### config.mk
export PLATFORM = sky130hd
export DESIGN_NAME = asp_input_select
export DESIGN_NICKNAME = d
export VERILOG_FILES = /design/src/design/asp_pkg.sv /design/src/design/asp_conv_setup.sv /design/src/design/asp_input_select.sv
export SDC_FILE = /design/constraint.sdc
export NUM_CORES = 1
export LEC_CHECK = 0
export ABC_AREA = 0
export BUFFER_PORTS_ARGS = -buffer_cell sky130_fd_sc_hd__buf_4
export CORE_UTILIZATION = 51
export DETAILED_ROUTE_END_ITERATION = 16
export HOLD_SLACK_MARGIN = 0.1
export PLACE_DENSITY = 0.91
export SLEW_MARGIN = 20
export SYNTH_ARGS = -nofsm -noshare
export SYNTH_HDL_FRONTEND = slang
export SYNTH_SLANG_ARGS = --single-unit
### constraint.sdc
create_clock -name clk_i -period 2.2 [get_ports clk_i]
set_input_delay 0.11 -clock clk_i [delete_from_list [all_inputs] [get_ports clk_i]]
set_output_delay 0.11 -clock clk_i [all_outputs]
set_load 0.01 [all_outputs]
### src/design/asp_pkg.sv
/*
  Shared constants and types of the converter input-select and result-alignment block.
  Assumes a classic Wishbone slave port with 32-bit data and one word per parameter.
*/
package asp_pkg;

  // Parameter indices; the byte address is four times the index.
  localparam logic [7:0] IDX_ALIGN = 8'h06;
  localparam logic [7:0] IDX_PS1 = 8'h07;
  localparam logic [7:0] IDX_PS2 = 8'h08;
  localparam logic [7:0] IDX_PS3 = 8'h09;
  localparam logic [7:0] IDX_MISC = 8'h0C;
  localparam logic [7:0] IDX_STATUS = 8'h20;
  localparam logic [7:0] IDX_RES_LO = 8'h21;
  localparam logic [7:0] IDX_RES_HI = 8'h22;

  // Field positions.
  localparam int unsigned IR_ALIGN_BIT = 5;
  localparam int unsigned VIS_ALIGN_BIT = 4;
  localparam int unsigned KIND_BIT = 2;
  localparam int unsigned ST_BUSY_BIT = 0;
  localparam int unsigned ST_BAD_BIT = 1;

  // Writable bits; reserved bits are held at zero.
  localparam logic [7:0] ALIGN_WMASK = 8'h30;
  localparam logic [7:0] MISC_WMASK = 8'h04;

  // Reset values.
  localparam logic [7:0] ALIGN_RST = 8'h00;
  localparam logic [7:0] PS1_RST = 8'h03;
  localparam logic [7:0] PS2_RST = 8'h03;
  localparam logic [7:0] PS3_RST = 8'h03;
  localparam logic [7:0] MISC_RST = 8'h04;

  // Converter input codes.
  localparam logic [7:0] SRC_SMALL_IR = 8'h00;
  localparam logic [7:0] SRC_VISIBLE = 8'h02;
  localparam logic [7:0] SRC_LARGE_IR = 8'h03;
  localparam logic [7:0] SRC_NONE = 8'h06;
  localparam logic [7:0] SRC_GND = 8'h25;
  localparam logic [7:0] SRC_TEMP = 8'h65;
  localparam logic [7:0] SRC_VDD = 8'h75;

  typedef enum logic [2:0] {
    CH_PS1,
    CH_PS2,
    CH_PS3,
    CH_VIS,
    CH_IR
  } asp_chan_e;

  typedef enum logic [0:0] {
    ST_IDLE,
    ST_CONVERT
  } asp_state_e;

  typedef struct packed {
    logic [7:0] align;
    logic [7:0] ps1;
    logic [7:0] ps2;
    logic [7:0] ps3;
    logic [7:0] misc;
  } asp_params_s;

  typedef struct packed {
    logic [7:0] source;
    logic led_en;
    logic low_bits;
    logic code_ok;
  } asp_setup_s;

  typedef struct packed {
    asp_state_e state;
    asp_params_s prm;
    logic bad_code;
    logic ack;
    logic [31:0] rdat;
    logic adc_start;
    logic [7:0] source;
    logic led_en;
    logic low_bits;
    logic [15:0] result;
    logic res_valid;
  } asp_regs_s;

endpackage

### src/design/asp_conv_setup.sv
/*
  Works out the converter input, LED permission and result cut for one measurement.
  Assumes the parameter set is stable while it is sampled; purely combinational.
*/
module asp_conv_setup (
  // Measurement request
  input wire asp_pkg::asp_chan_e chan_i,
  input wire asp_pkg::asp_params_s prm_i,
  // Resulting setup
  output asp_pkg::asp_setup_s setup_o
);

  function automatic logic code_ok(input logic [7:0] code, input logic normal);
    logic ok;
    ok = (code == asp_pkg::SRC_LARGE_IR) || (code == asp_pkg::SRC_SMALL_IR);
    if (!normal) begin
      ok = ok || (code == asp_pkg::SRC_VISIBLE) || (code == asp_pkg::SRC_NONE);
      ok = ok || (code == asp_pkg::SRC_GND) || (code == asp_pkg::SRC_TEMP);
      ok = ok || (code == asp_pkg::SRC_VDD);
    end
    return ok;
  endfunction

  logic normal;
  logic [7:0] code;
  logic prox;

  assign normal = prm_i.misc[asp_pkg::KIND_BIT];

  always_comb begin
    prox = 1'b1;
    case (chan_i)
      asp_pkg::CH_PS1: code = prm_i.ps1;
      asp_pkg::CH_PS2: code = prm_i.ps2;
      asp_pkg::CH_PS3: code = prm_i.ps3;
      asp_pkg::CH_VIS: begin
        code = asp_pkg::SRC_VISIBLE;
        prox = 1'b0;
      end
      default: begin
        code = asp_pkg::SRC_LARGE_IR;
        prox = 1'b0;
      end
    endcase
  end

  always_comb begin
    setup_o.source = code;
    // Ambient channels are always legal; their inputs are fixed here.
    setup_o.code_ok = prox ? code_ok(code, normal) : 1'b1;
    // Raw mode never lights an LED, whatever the LED selection says.
    setup_o.led_en = prox && normal;
    // Proximity alignment lives elsewhere, so proximity results keep the top bits.
    setup_o.low_bits = 1'b0;
    if (chan_i == asp_pkg::CH_VIS) begin
      setup_o.low_bits = prm_i.align[asp_pkg::VIS_ALIGN_BIT];
    end else if (chan_i == asp_pkg::CH_IR) begin
      setup_o.low_bits = prm_i.align[asp_pkg::IR_ALIGN_BIT];
    end
  end

endmodule

### src/design/asp_input_select.sv
/*
  Parameter store and conversion control for converter input select and result alignment.
  Assumes a classic Wishbone master, a sequencer that pulses a start with a channel, and a
  converter that pulses done with a 17-bit result.
*/
// Added by the designer: the Wishbone interface to the registers.
// Functional notes
// - Infrared ambient bit 5 set reports low 16 of 17 bits, else top 16.
// - Visible ambient bit 4 set reports low 16 of 17 bits, else top 16.
// - An 8-bit parameter picks the converter input for proximity channel one.
// - In normal proximity mode only codes 0x03 and 0x00 are valid.
// - Raw mode disables all LED drive and does unreferenced conversions.
// - Raw mode also accepts visible 0x02 and no-photodiode 0x06 codes.
// - Raw mode also accepts ground 0x25, temperature 0x65 and supply 0x75.
// - Channel two uses the same codes and resets to large infrared.
// - Channel three uses the same codes and mode dependence.
// - Conversion-kind bit 2 of the misc parameter, 1 means normal, resets 1.
module asp_input_select (
  // Clock and reset
  input wire logic clk_i,
  input wire logic rst_i,
  // Wishbone slave
  input wire logic wb_cyc_i,
  input wire logic wb_stb_i,
  input wire logic wb_we_i,
  input wire logic [9:0] wb_adr_i,
  input wire logic [3:0] wb_sel_i,
  input wire logic [31:0] wb_dat_i,
  output logic [31:0] wb_dat_o,
  output logic wb_ack_o,
  // Sequencer request
  input wire logic conv_start_i,
  input wire asp_pkg::asp_chan_e conv_chan_i,
  output logic busy_o,
  // Converter
  output logic adc_start_o,
  output logic [7:0] adc_source_o,
  output logic led_drive_en_o,
  input wire logic adc_done_i,
  input wire logic [16:0] adc_result_i,
  // Aligned result
  output logic [15:0] result_o,
  output logic result_valid_o
);

  function automatic logic [15:0] align_cut(input logic [16:0] raw, input logic low);
    logic [15:0] cut;
    cut = low ? raw[15:0] : raw[16:1];
    return cut;
  endfunction

  function automatic logic [7:0] masked(input logic [7:0] old, input logic [7:0] wr,
                                        input logic [7:0] mask);
    logic [7:0] val;
    val = (old & ~mask) | (wr & mask);
    return val;
  endfunction

  asp_pkg::asp_regs_s r;
  asp_pkg::asp_regs_s next_r;
  asp_pkg::asp_setup_s setup;
  logic [7:0] idx;
  logic req;
  logic wr_commit;
  logic wr_lane;
  logic [7:0] wbyte;
  logic clr_bad;
  logic [7:0] status;
  logic [31:0] rd_word;

  asp_conv_setup u_setup (
    .chan_i(conv_chan_i),
    .prm_i(r.prm),
    .setup_o(setup)
  );

  assign idx = wb_adr_i[9:2];
  assign req = wb_cyc_i && wb_stb_i;
  assign wr_lane = wb_sel_i[0];
  assign wbyte = wb_dat_i[7:0];
  // A write lands on the edge where the master sees ack, so it acts exactly once.
  assign wr_commit = req && wb_we_i && r.ack && wr_lane;

  always_comb begin
    status = 8'h00;
    status[asp_pkg::ST_BUSY_BIT] = (r.state == asp_pkg::ST_CONVERT);
    status[asp_pkg::ST_BAD_BIT] = r.bad_code;
  end

  always_comb begin
    rd_word = 32'h0000_0000;
    if (idx == asp_pkg::IDX_ALIGN) begin
      rd_word[7:0] = r.prm.align;
    end else if (idx == asp_pkg::IDX_PS1) begin
      rd_word[7:0] = r.prm.ps1;
    end else if (idx == asp_pkg::IDX_PS2) begin
      rd_word[7:0] = r.prm.ps2;
    end else if (idx == asp_pkg::IDX_PS3) begin
      rd_word[7:0] = r.prm.ps3;
    end else if (idx == asp_pkg::IDX_MISC) begin
      rd_word[7:0] = r.prm.misc;
    end else if (idx == asp_pkg::IDX_STATUS) begin
      rd_word[7:0] = status;
    end else if (idx == asp_pkg::IDX_RES_LO) begin
      rd_word[7:0] = r.result[7:0];
    end else if (idx == asp_pkg::IDX_RES_HI) begin
      rd_word[7:0] = r.result[15:8];
    end
  end

  assign clr_bad = wr_commit && (idx == asp_pkg::IDX_STATUS) && wbyte[asp_pkg::ST_BAD_BIT];

  always_comb begin
    next_r = r;
    next_r.adc_start = 1'b0;
    next_r.res_valid = 1'b0;

    // Bus side: ack one cycle after the request, then drop for a cycle.
    next_r.ack = req && !r.ack;
    if (req && !r.ack) begin
      next_r.rdat = rd_word;
    end

    // Parameter writes; unmapped addresses are acknowledged and ignored.
    if (wr_commit) begin
      if (idx == asp_pkg::IDX_ALIGN) begin
        // Reserved alignment bits stay zero even if the host sets them.
        next_r.prm.align = masked(r.prm.align, wbyte, asp_pkg::ALIGN_WMASK);
      end else if (idx == asp_pkg::IDX_PS1) begin
        next_r.prm.ps1 = wbyte;
      end else if (idx == asp_pkg::IDX_PS2) begin
        next_r.prm.ps2 = wbyte;
      end else if (idx == asp_pkg::IDX_PS3) begin
        next_r.prm.ps3 = wbyte;
      end else if (idx == asp_pkg::IDX_MISC) begin
        next_r.prm.misc = masked(r.prm.misc, wbyte, asp_pkg::MISC_WMASK);
      end
    end

    if (clr_bad) begin
      next_r.bad_code = 1'b0;
    end

    case (r.state)
      asp_pkg::ST_IDLE: begin
        // Parameters are sampled at start, so later writes cannot disturb a conversion.
        if (conv_start_i) begin
          next_r.state = asp_pkg::ST_CONVERT;
          next_r.adc_start = 1'b1;
          next_r.source = setup.source;
          next_r.led_en = setup.led_en;
          next_r.low_bits = setup.low_bits;
          // An illegal code still converts; the flag tells software it was wrong.
          if (!setup.code_ok) begin
            next_r.bad_code = 1'b1;
          end
        end
      end
      asp_pkg::ST_CONVERT: begin
        if (adc_done_i) begin
          next_r.state = asp_pkg::ST_IDLE;
          next_r.led_en = 1'b0;
          next_r.result = align_cut(adc_result_i, r.low_bits);
          next_r.res_valid = 1'b1;
        end
      end
      default: begin
        next_r.state = asp_pkg::ST_IDLE;
      end
    endcase
  end

  always_ff @(posedge clk_i) begin
    if (rst_i) begin
      r.state <= asp_pkg::ST_IDLE;
      r.prm.align <= asp_pkg::ALIGN_RST;
      r.prm.ps1 <= asp_pkg::PS1_RST;
      r.prm.ps2 <= asp_pkg::PS2_RST;
      r.prm.ps3 <= asp_pkg::PS3_RST;
      r.prm.misc <= asp_pkg::MISC_RST;
      r.bad_code <= 1'b0;
      r.ack <= 1'b0;
      r.rdat <= 32'h0000_0000;
      r.adc_start <= 1'b0;
      r.source <= asp_pkg::SRC_LARGE_IR;
      r.led_en <= 1'b0;
      r.low_bits <= 1'b0;
      r.result <= 16'h0000;
      r.res_valid <= 1'b0;
    end else begin
      r <= next_r;
    end
  end

  assign wb_dat_o = r.rdat;
  assign wb_ack_o = r.ack;
  assign busy_o = (r.state == asp_pkg::ST_CONVERT);
  assign adc_start_o = r.adc_start;
  assign adc_source_o = r.source;
  assign led_drive_en_o = r.led_en;
  assign result_o = r.result;
  assign result_valid_o = r.res_valid;

endmodule

==> flow_metrics.env, run 1 <==
export IMPL_outcome="finished, final reports clean"
export IMPL_leakagePower_nw=1.76
export IMPL_first_pass_iters=5
export IMPL_power_mw=2.69
export IMPL_ys_seq_area_share_pct=34.2
export IMPL_worstPathRequired_ns=2.44
export IMPL_core_um2=7290
export IMPL_multi_input_area_um2=2010
export IMPL_drc=0
export IMPL_dr_total_vias=3533
export IMPL_finalWorstSetupSlack_ns=0.285
export IMPL_min_delay_start="adc_result_i[15]"
export IMPL_grt_first_pass_wirelength_um=14900
export IMPL_cts_buffer_depth=2
export IMPL_die_area_um2=7920
export IMPL_syn_inst=454
export IMPL_dp_cells=574
export IMPL_holdWs_ns=0.111
export IMPL_fp_dieW_um=89.0
export IMPL_timing_rr_end="r[79]"
export IMPL_antenna_found_initial=0
export IMPL_whs_path_depth=3
export IMPL_finalHoldViolations=0
export IMPL_track_usage_pct=25.1
export IMPL_final_nets=571
export IMPL_critPathKind="reg -> reg"
export IMPL_n_fill_cell=634
export IMPL_drt_iter0_drc=326
export IMPL_r2r_cells=4
export IMPL_hold_end="result_o[14]"
export IMPL_drt_antenna_violating_nets=0
export IMPL_area_growth_pct=15.4
export IMPL_finalSetupTns_ns=0
export IMPL_grt_ovfl_total=0
export IMPL_dp_hpwl_um=6980
export IMPL_final_cells=602
export IMPL_cp_max_fo=10
export IMPL_max_slew_margin_pct=43.5
export IMPL_place_ws_ns=0.295
export IMPL_syn_area_per_cell_um2=8.50
export IMPL_ctsResizeCount=0
export IMPL_r2r_slack_ns=0.29
export IMPL_tritoncts="done"
export IMPL_clkLatencyLatePin_ns=0.35
export IMPL_synth_top_area_share_pct=34.2
export IMPL_powerDensity_nw_per_um2=604
export IMPL_reg2reg_from="wb_ack_o"
export IMPL_crit_path_start_kind="register"
export IMPL_arrival_ns=2.16
export IMPL_finClkSkew_ns=0.0105
export IMPL_first_global_vias=3095
export IMPL_grt_max_degree=68
export IMPL_final_max_slew_viol_count=0
export IMPL_synthFlopType="dfxtp_1"
export IMPL_worstMarginPinSlew_ns=0.846
export IMPL_synthTopCellsByArea="dfxtp_1, mux2i_1, buf_4"
export IMPL_start_util_pct=52.9
export IMPL_fp_dieH_um=89.0
export IMPL_ys_warn_count=0
export IMPL_ir_drop_mv=0.444
export IMPL_period_share_pct=87.0
export IMPL_finalInstanceArea_um2=4450
export IMPL_synth_commonest_cells="dfxtp_1, nor2_1, buf_4"
export IMPL_synthDistinctLibCells=60
export IMPL_post_route_min_period_ns=1.91
export IMPL_clk_pin_slew_worst_paths_ns=0.07
export IMPL_cts_hold_buf=12
export IMPL_wirelength_um=9720
export IMPL_async_reset_ff_share_pct=0
export IMPL_post_dp_cell_area_um2=4130
export IMPL_synth_edf_count=0
export IMPL_num_rows=31
export IMPL_rsz0062_at_grt="no"
export IMPL_diodes=0
export IMPL_fmax_mhz=522
export IMPL_cp_end_kind="register"
export IMPL_finalCoreUtilization_pct=61.1
export IMPL_io_buffers=80
export IMPL_wl_per_cell_um=16.2
export IMPL_maxCapViolCount=0
export IMPL_hp_class="in -> reg"
export IMPL_drive_gt1_share_pct=22.5
export IMPL_register_area_um2=1320
export IMPL_syn_cell_area_um2=3860
export IMPL_pin_count=134
export IMPL_gp_congestion=0.908
export IMPL_cts_sinks=66
export IMPL_root_buffer="clkbuf_8"
export IMPL_synth_seq_cells=66
export IMPL_via_per_inst=5.87
export IMPL_synth_most_common_cell="dfxtp_1"
export IMPL_cts_htree_levels=3
export IMPL_synth_top_area_cell="dfxtp_1"
export IMPL_setup_violations=0
export IMPL_numCtsBuffers=9
export IMPL_postCtsSetupBuffers=0
-- worst max-delay path, stage by stage (launching register included) --
cell,delay (ns)
dfxtp_1,0.38
nand3_1,0.09
or2_1,0.36
or4_4,0.65
a211o_1,0.33
-- sequential cells by signal, indices dropped and copies added (netlist names) --
register / flops
adc_source_o: 8
adc_start_o: 1
busy_o: 1
led_drive_en_o: 1
r: 29
result_o: 16
result_valid_o: 1
wb_ack_o: 1
wb_dat_o: 8
-- worst max path at each step --
stage | startpoint | end | slack (ns) | cells after the start
finish | wb_ack_o | r[79] | 0.29 | 4
global route | wb_ack_o | r[87] | 0.19 | 5
CTS | wb_ack_o | r[79] | 0.28 | 4
detailed placement | wb_ack_o | r[79] | 0.29 | 4
global placement | wb_ack_o | r[79] | 0.37 | 4
floorplan | wb_ack_o | r[78] | 0.38 | 6
-- per-layer routing --
layer	global-route usage [%]	part of all wire, %
met1	29.2	39
met2	44.4	50
met3	5.45	7.7
met4	11.1	3.3
met5	0	0
-- report_power, final --
group          switching [mW]  internal (mW)
Sequential             0.0285           1.22
Combinational           0.213          0.168
Clock                   0.475          0.584
Total                   0.716           1.98
-- area by class of cell --
| type | count | area share, % |
|---|---|---|
| flip-flops and latches | 66 | 29.7 |
| clock buffers | 12 | 3.48 |
| repair buffers | 97 | 17.0 |
| multi-input cells | 315 | 45.2 |
| inverters | 9 | 0.758 |
| clock inverters | 4 | 1.12 |
| well taps | 99 | 2.78 |
-- cell usage in the layout (no fill, tap or decap), types with 11 or more instances in the layout --
cell           instances
a211oi_1              17
a21oi_1               20
buf_4                 85
clkbuf_8              11
conb_1                24
dfxtp_1               66
dlygate4sd3_1         12
mux2i_1               45
nand2_1               24
nand3_1               12
nor2_1                63
-- kinds of logic (layout without fill, tap and decap cells) --
logic type,count (synthesis),after routing,synth area share (%)
AND/OR/NAND/NOR,150,150,19.8
flip-flops,66,66,34.2
adder cells (fa/ha/maj),1,1,0.259
XOR/XNOR,1,1,0.227
other,1,24,0.0972
buffers and inverters,96,122,15.9
AO/OA/AOI/OAI,92,92,17.2
multiplexers,47,47,12.3
No activity file was read; power rests on OpenSTA's default activity.
==> inputs of run 2 (changes only) <==
--- a/config.mk
+++ b/config.mk
@@ -9,6 +9,7 @@
 export BUFFER_PORTS_ARGS = -buffer_cell sky130_fd_sc_hd__buf_4
 export CORE_UTILIZATION = 51
 export DETAILED_ROUTE_END_ITERATION = 16
+export GPL_TIMING_DRIVEN = 0
 export HOLD_SLACK_MARGIN = 0.1
 export PLACE_DENSITY = 0.91
 export SLEW_MARGIN = 20
==> run 2 against run 1 <==
Compared with the run above: clock skew shrank 0.0035 ns; critical path depth grew 2; register-to-register slack lost 0.16 ns; die area is the same; non-clock buffer count grew 75; core utilization grew 6.1 points; setup slack lost 0.16 ns; count of clock-buffer cells in the layout grew 1; clock power shrank 14%; total power shrank 2.5%; critical path type unchanged; critical endpoint is now r[70].
==> flow_metrics.env, run 2 (synthesized netlist as in run 1, its figures left out) <==
export IMPL_cp_max_fo=10
export IMPL_hold_end="result_valid_o"
export IMPL_clkLatencyLatePin_ns=0.35
export IMPL_drc=0
export IMPL_setup_violations=0
export IMPL_grt_ovfl_total=0
export IMPL_fp_dieW_um=89.0
export IMPL_mostFrequentLayoutCells="buf_4, dfxtp_1, nor2_1"
export IMPL_cts_sinks=66
export IMPL_final_nets=646
export IMPL_grt_first_pass_wirelength_um=16600
export IMPL_critPathKind="reg -> reg"
export IMPL_period_share_pct=94.4
export IMPL_timing_rr_end="r[70]"
export IMPL_fp_dieH_um=89.0
export IMPL_die_area_um2=7920
export IMPL_cp_end_kind="register"
export IMPL_tritoncts="done"
export IMPL_powerDensity_nw_per_um2=535
export IMPL_antenna_found_initial=0
export IMPL_diodes=0
export IMPL_dp_hpwl_um=8080
export IMPL_fmax_mhz=482
export IMPL_regMostFlops="r"
export IMPL_drt_antenna_violating_nets=0
export IMPL_gp_congestion=0.908
export IMPL_n_fill_cell=630
export IMPL_finalHoldViolations=0
export IMPL_maxCapViolCount=0
export IMPL_postCtsSetupBuffers=0
export IMPL_root_buffer="clkbuf_8"
export IMPL_numCtsBuffers=9
export IMPL_whs_path_depth=3
export IMPL_rsz0062_at_grt="no"
export IMPL_area_growth_pct=27.0
export IMPL_leakagePower_nw=2.06
export IMPL_final_common_cell="buf_4"
export IMPL_multi_input_area_um2=2010
export IMPL_final_max_slew_viol_count=0
export IMPL_finClkSkew_ns=0.00702
export IMPL_dr_total_vias=3737
export IMPL_io_buffers=76
export IMPL_finalWorstSetupSlack_ns=0.123
export IMPL_track_usage_pct=27.7
export IMPL_wirelength_um=10600
export IMPL_r2r_slack_ns=0.12
export IMPL_pin_count=134
export IMPL_reg2reg_from="wb_ack_o"
export IMPL_max_slew_margin_pct=44.1
export IMPL_drive_gt1_share_pct=28.9
export IMPL_first_global_vias=3424
export IMPL_r2r_cells=6
export IMPL_wl_per_cell_um=15.7
export IMPL_register_area_um2=1320
export IMPL_hp_class="in -> reg"
export IMPL_drt_iter0_drc=266
export IMPL_post_route_min_period_ns=2.08
export IMPL_ir_drop_mv=0.334
export IMPL_min_delay_start="adc_done_i"
export IMPL_arrival_ns=2.32
export IMPL_outcome="finished, final reports clean"
export IMPL_place_ws_ns=0.145
export IMPL_cts_htree_levels=3
export IMPL_crit_path_start_kind="register"
export IMPL_cts_buffer_depth=2
export IMPL_finalSetupTns_ns=0
export IMPL_worstMarginPinSlew_ns=0.833
export IMPL_via_per_inst=5.53
export IMPL_num_rows=31
export IMPL_clk_pin_slew_worst_paths_ns=0.07
export IMPL_first_pass_iters=5
export IMPL_grt_max_degree=11
export IMPL_ctsResizeCount=0
export IMPL_worstPathRequired_ns=2.44
export IMPL_start_util_pct=52.9
export IMPL_largest_register_ffs=29
export IMPL_core_um2=7290
## run 2: cell types whose count changed in the layout (fill, tap and decap cells not counted), sizes merged
| cell | change |
|---|---|
| dlygate4sd3 | -3 |
| clkbuf | +23 |
| buf | +56 |
| clkinvlp | -1 |
| bufinv | -1 |
## run 2: worst max-delay path by stage
stage | end | depth (start not counted) | slack, ns | from
3_5_place_dp | r[70] | 6 | 0.14 | wb_ack_o
5_1_grt | r[70] | 6 | 0.01 | wb_ack_o
6_report | r[70] | 6 | 0.12 | wb_ack_o
4_1_cts | r[70] | 6 | 0.10 | wb_ack_o
3_3_place_gp | r[71] | 6 | 0.28 | wb_ack_o
2_1_floorplan | r[78] | 6 | 0.38 | wb_ack_o
## run 2: timing repair
action,4_1_cts,5_1_grt
hold buffers,9,0
hold endpoints to repair,26,0
setup endpoints to repair,0,0
## run 2: routing by layer
metal / GRT usage (%) / share of wire (%) / vias to the layer above
met2: 48.1 / 50 / 172
met1: 33.9 / 41 / 1760
li1: - / - / 1771
met4: 13.0 / 3.1 / 0
met3: 4.25 / 6.2 / 34
met5: 0 / 0 / -
## run 2: final cells by class
class                   instances  area share (%)
flip-flops and latches         66            27.0
inverters                       9           0.689
repair buffers                 85            13.5
plain buffers                  87            11.8
clock buffers                  13            3.24
multi-input cells             315            41.0
well taps                      99            2.53
clock inverters                 2           0.255
## run 2: power by group
group          switching, mW  internal (mW)  leakage [nW]
sequential            0.0254           1.22         0.536
combinational          0.242          0.224          1.44
clock                  0.446          0.463        0.0855
## run 2: per-stage QoR
step / area (um^2) / hold slack (ns) / std cells / utilization (%) / power (mW)
2_1_floorplan: 3950 / 0.228 / 477 / - / 1.54
3_3_place_gp: 4640 / 0.333 / 652 / 63.6 / 1.71
3_5_place_dp: 4640 / 0.350 / 652 / 63.6 / 1.72
4_1_cts: 4900 / 0.108 / 676 / 67.2 / 2.62
5_1_grt: 4900 / 0.109 / 676 / 67.2 / 2.72
6_report: 4900 / 0.103 / 676 / 67.2 / 2.62
## run 2: critical path, cell delays in order, from the launching register on
cell and delay, ns:
dfxtp_1 0.37, nand3_1 0.07, or2_1 0.23, buf_6 0.15, nor4_4 0.70, nor2b_1 0.14, a211o_1 0.30
==> inputs of run 3 (changes only) <==
--- a/config.mk
+++ b/config.mk
@@ -6,7 +6,7 @@
 export NUM_CORES = 1
 export LEC_CHECK = 0
 export ABC_AREA = 0
-export BUFFER_PORTS_ARGS = -buffer_cell sky130_fd_sc_hd__buf_4
+export BUFFER_PORTS_ARGS = -buffer_cell sky130_fd_sc_hd__buf_2
 export CORE_UTILIZATION = 51
 export DETAILED_ROUTE_END_ITERATION = 16
 export GPL_TIMING_DRIVEN = 0
==> run 3 against run 2 <==
Compared with the run above: flip-flop and latch count is the same; sequential power is essentially flat; die area is the same; core utilization shrank 2.3 points.
==> flow_metrics.env, run 3 (synthesized netlist as in run 1, its figures left out) <==
export IMPL_drt_iter0_drc=273
export IMPL_drive_gt1_share_pct=29.0
export IMPL_area_growth_pct=22.7
export IMPL_place_ws_ns=0.211
export IMPL_diodes=0
export IMPL_post_route_min_period_ns=1.99
export IMPL_finalSetupTns_ns=0
export IMPL_die_area_um2=7920
export IMPL_holdWs_ns=0.0959
export IMPL_drc=0
export IMPL_ir_drop_mv=0.315
export IMPL_start_util_pct=52.9
export IMPL_cp_end_kind="register"
export IMPL_finalInstanceArea_um2=4740
export IMPL_pwr_share_clk_pct=37.8
export IMPL_power_switching_mw=0.757
export IMPL_critPathBufInv=1
export IMPL_cp_cell_sequence="nand3_1, or2_1, buf_6, nor4_4, nor2b_1, a211o_1"
export IMPL_grt_max_degree=12
export IMPL_first_pass_iters=5
export IMPL_pwr_share_comb_pct=15.8
export IMPL_cts_sinks=66
export IMPL_grt_ovfl_total=0
export IMPL_antenna_found_initial=0
export IMPL_finalHoldViolations=0
export IMPL_outcome="finished, final reports clean"
export IMPL_p_seq_share_pct=46.4
export IMPL_tritoncts="done"
export IMPL_fp_dieH_um=89.0
export IMPL_wl_per_cell_um=15.4
export IMPL_num_rows=31
export IMPL_cts_htree_levels=3
export IMPL_crit_path_start_kind="register"
export IMPL_reg2reg_from="wb_ack_o"
export IMPL_p_int_mw=1.93
export IMPL_wirelength_um=10400
export IMPL_leakagePower_nw=2.03
export IMPL_fp_dieW_um=89.0
export IMPL_crit_family="simple AND/OR/NAND/NOR gates"
export IMPL_ctsResizeCount=0
export IMPL_dp_cells=652
export IMPL_max_stage_delay_ns=0.68
export IMPL_final_max_slew_viol_count=0
export IMPL_power_mw=2.69
export IMPL_period_share_pct=90.7
export IMPL_crit_start="wb_ack_o"
export IMPL_dp_hpwl_um=7840
export IMPL_setup_violations=0
export IMPL_gp_congestion=0.913
export IMPL_grt_first_pass_wirelength_um=16300
export IMPL_core_um2=7290
export IMPL_clkLatencyLatePin_ns=0.36
export IMPL_cp_max_fo=10
export IMPL_finalWorstSetupSlack_ns=0.205
export IMPL_max_slew_margin_pct=45.4
export IMPL_worstMarginPinSlew_ns=0.812
export IMPL_hp_class="in -> reg"
export IMPL_root_buffer="clkbuf_8"
export IMPL_regMostFlops="r"
export IMPL_fmax_mhz=501
export IMPL_final_cells=678
export IMPL_maxCapViolCount=0
export IMPL_via_per_inst=5.53
export IMPL_largest_register_ffs=29
export IMPL_powerDensity_nw_per_um2=568
export IMPL_dr_total_vias=3750
export IMPL_mostFrequentLayoutCells="buf_2, dfxtp_1, nor2_1"
export IMPL_crit_slowest_cell="nor4_4"
export IMPL_critPathKind="reg -> reg"
export IMPL_worstPathRequired_ns=2.45
export IMPL_pin_count=134
export IMPL_rsz0062_at_grt="no"
export IMPL_drt_antenna_violating_nets=0
export IMPL_first_global_vias=3376
export IMPL_finClkSkew_ns=0.00895
export IMPL_arrival_ns=2.24
export IMPL_track_usage_pct=27.3
export IMPL_post_dp_cell_area_um2=4450
export IMPL_min_delay_start="adc_result_i[16]"
export IMPL_finalCoreUtilization_pct=65.0
export IMPL_cts_buffer_depth=2
export IMPL_clk_pin_slew_worst_paths_ns=0.07
export IMPL_io_buffers=76
export IMPL_final_common_cell="buf_2"
export IMPL_numCtsBuffers=9
export IMPL_p_sw_share_pct=28.1
export IMPL_final_nets=647
run 3: cell types whose count changed in the layout (fill, tap and decap cells not counted):
cell           delta
dlygate4sd3_1     +1
buf_2            +76
buf_4            -76
bufinv_16         +1
clkinv_2          +1
clkbuf_8          -2
clkinvlp_4        +1
run 3: path summary, 6_finish.rpt:
kind / to / cells after the start / slack, ns
min reg2reg: adc_source_o[2] / 2 / 0.46
min: result_o[15] / 3 / 0.1
max: r[71] / 6 / 0.21
max reg2reg: r[71] / 6 / 0.21
run 3: routing by layer:
layer	routed length (um)	part of all wire [%]	global-route usage, %	vias to the layer above
li1	-	-	-	1778
met1	4290	41	33.2	1747
met2	5080	49	46.7	196
met3	733	7.0	4.89	29
met4	314	3.0	13.7	0
met5	0	0	0	-
run 3: repair_timing:
action,in CTS,in global routing
buffers inserted,0,0
setup endpoints to repair,0,0
hold endpoints to repair,26,0
hold buffers,10,0
run 3: power groups by stage:
stage,combinational (mW),clock (mW),sequential [mW]
after floorplan,0.275,0,1.27
after global placement,0.395,0,1.27
after detailed placement,0.405,0,1.28
after CTS,0.420,1.01,1.25
after global routing,0.466,1.06,1.25
final,0.426,1.02,1.25
run 3: worst min-delay path: stages:
cell and delay (ns):
buf_2 0.10, mux2i_1 0.12, a211oi_1 0.08
run 3: final cells by class:
cell class,count,area [um^2]
well taps,99,124
repair buffers,86,480
flip-flops and latches,66,1320
multi-input cells,315,2010
plain buffers,87,579
clock buffers,11,131
clock inverters,5,55.1
inverters,9,33.8
fillers,615,2550
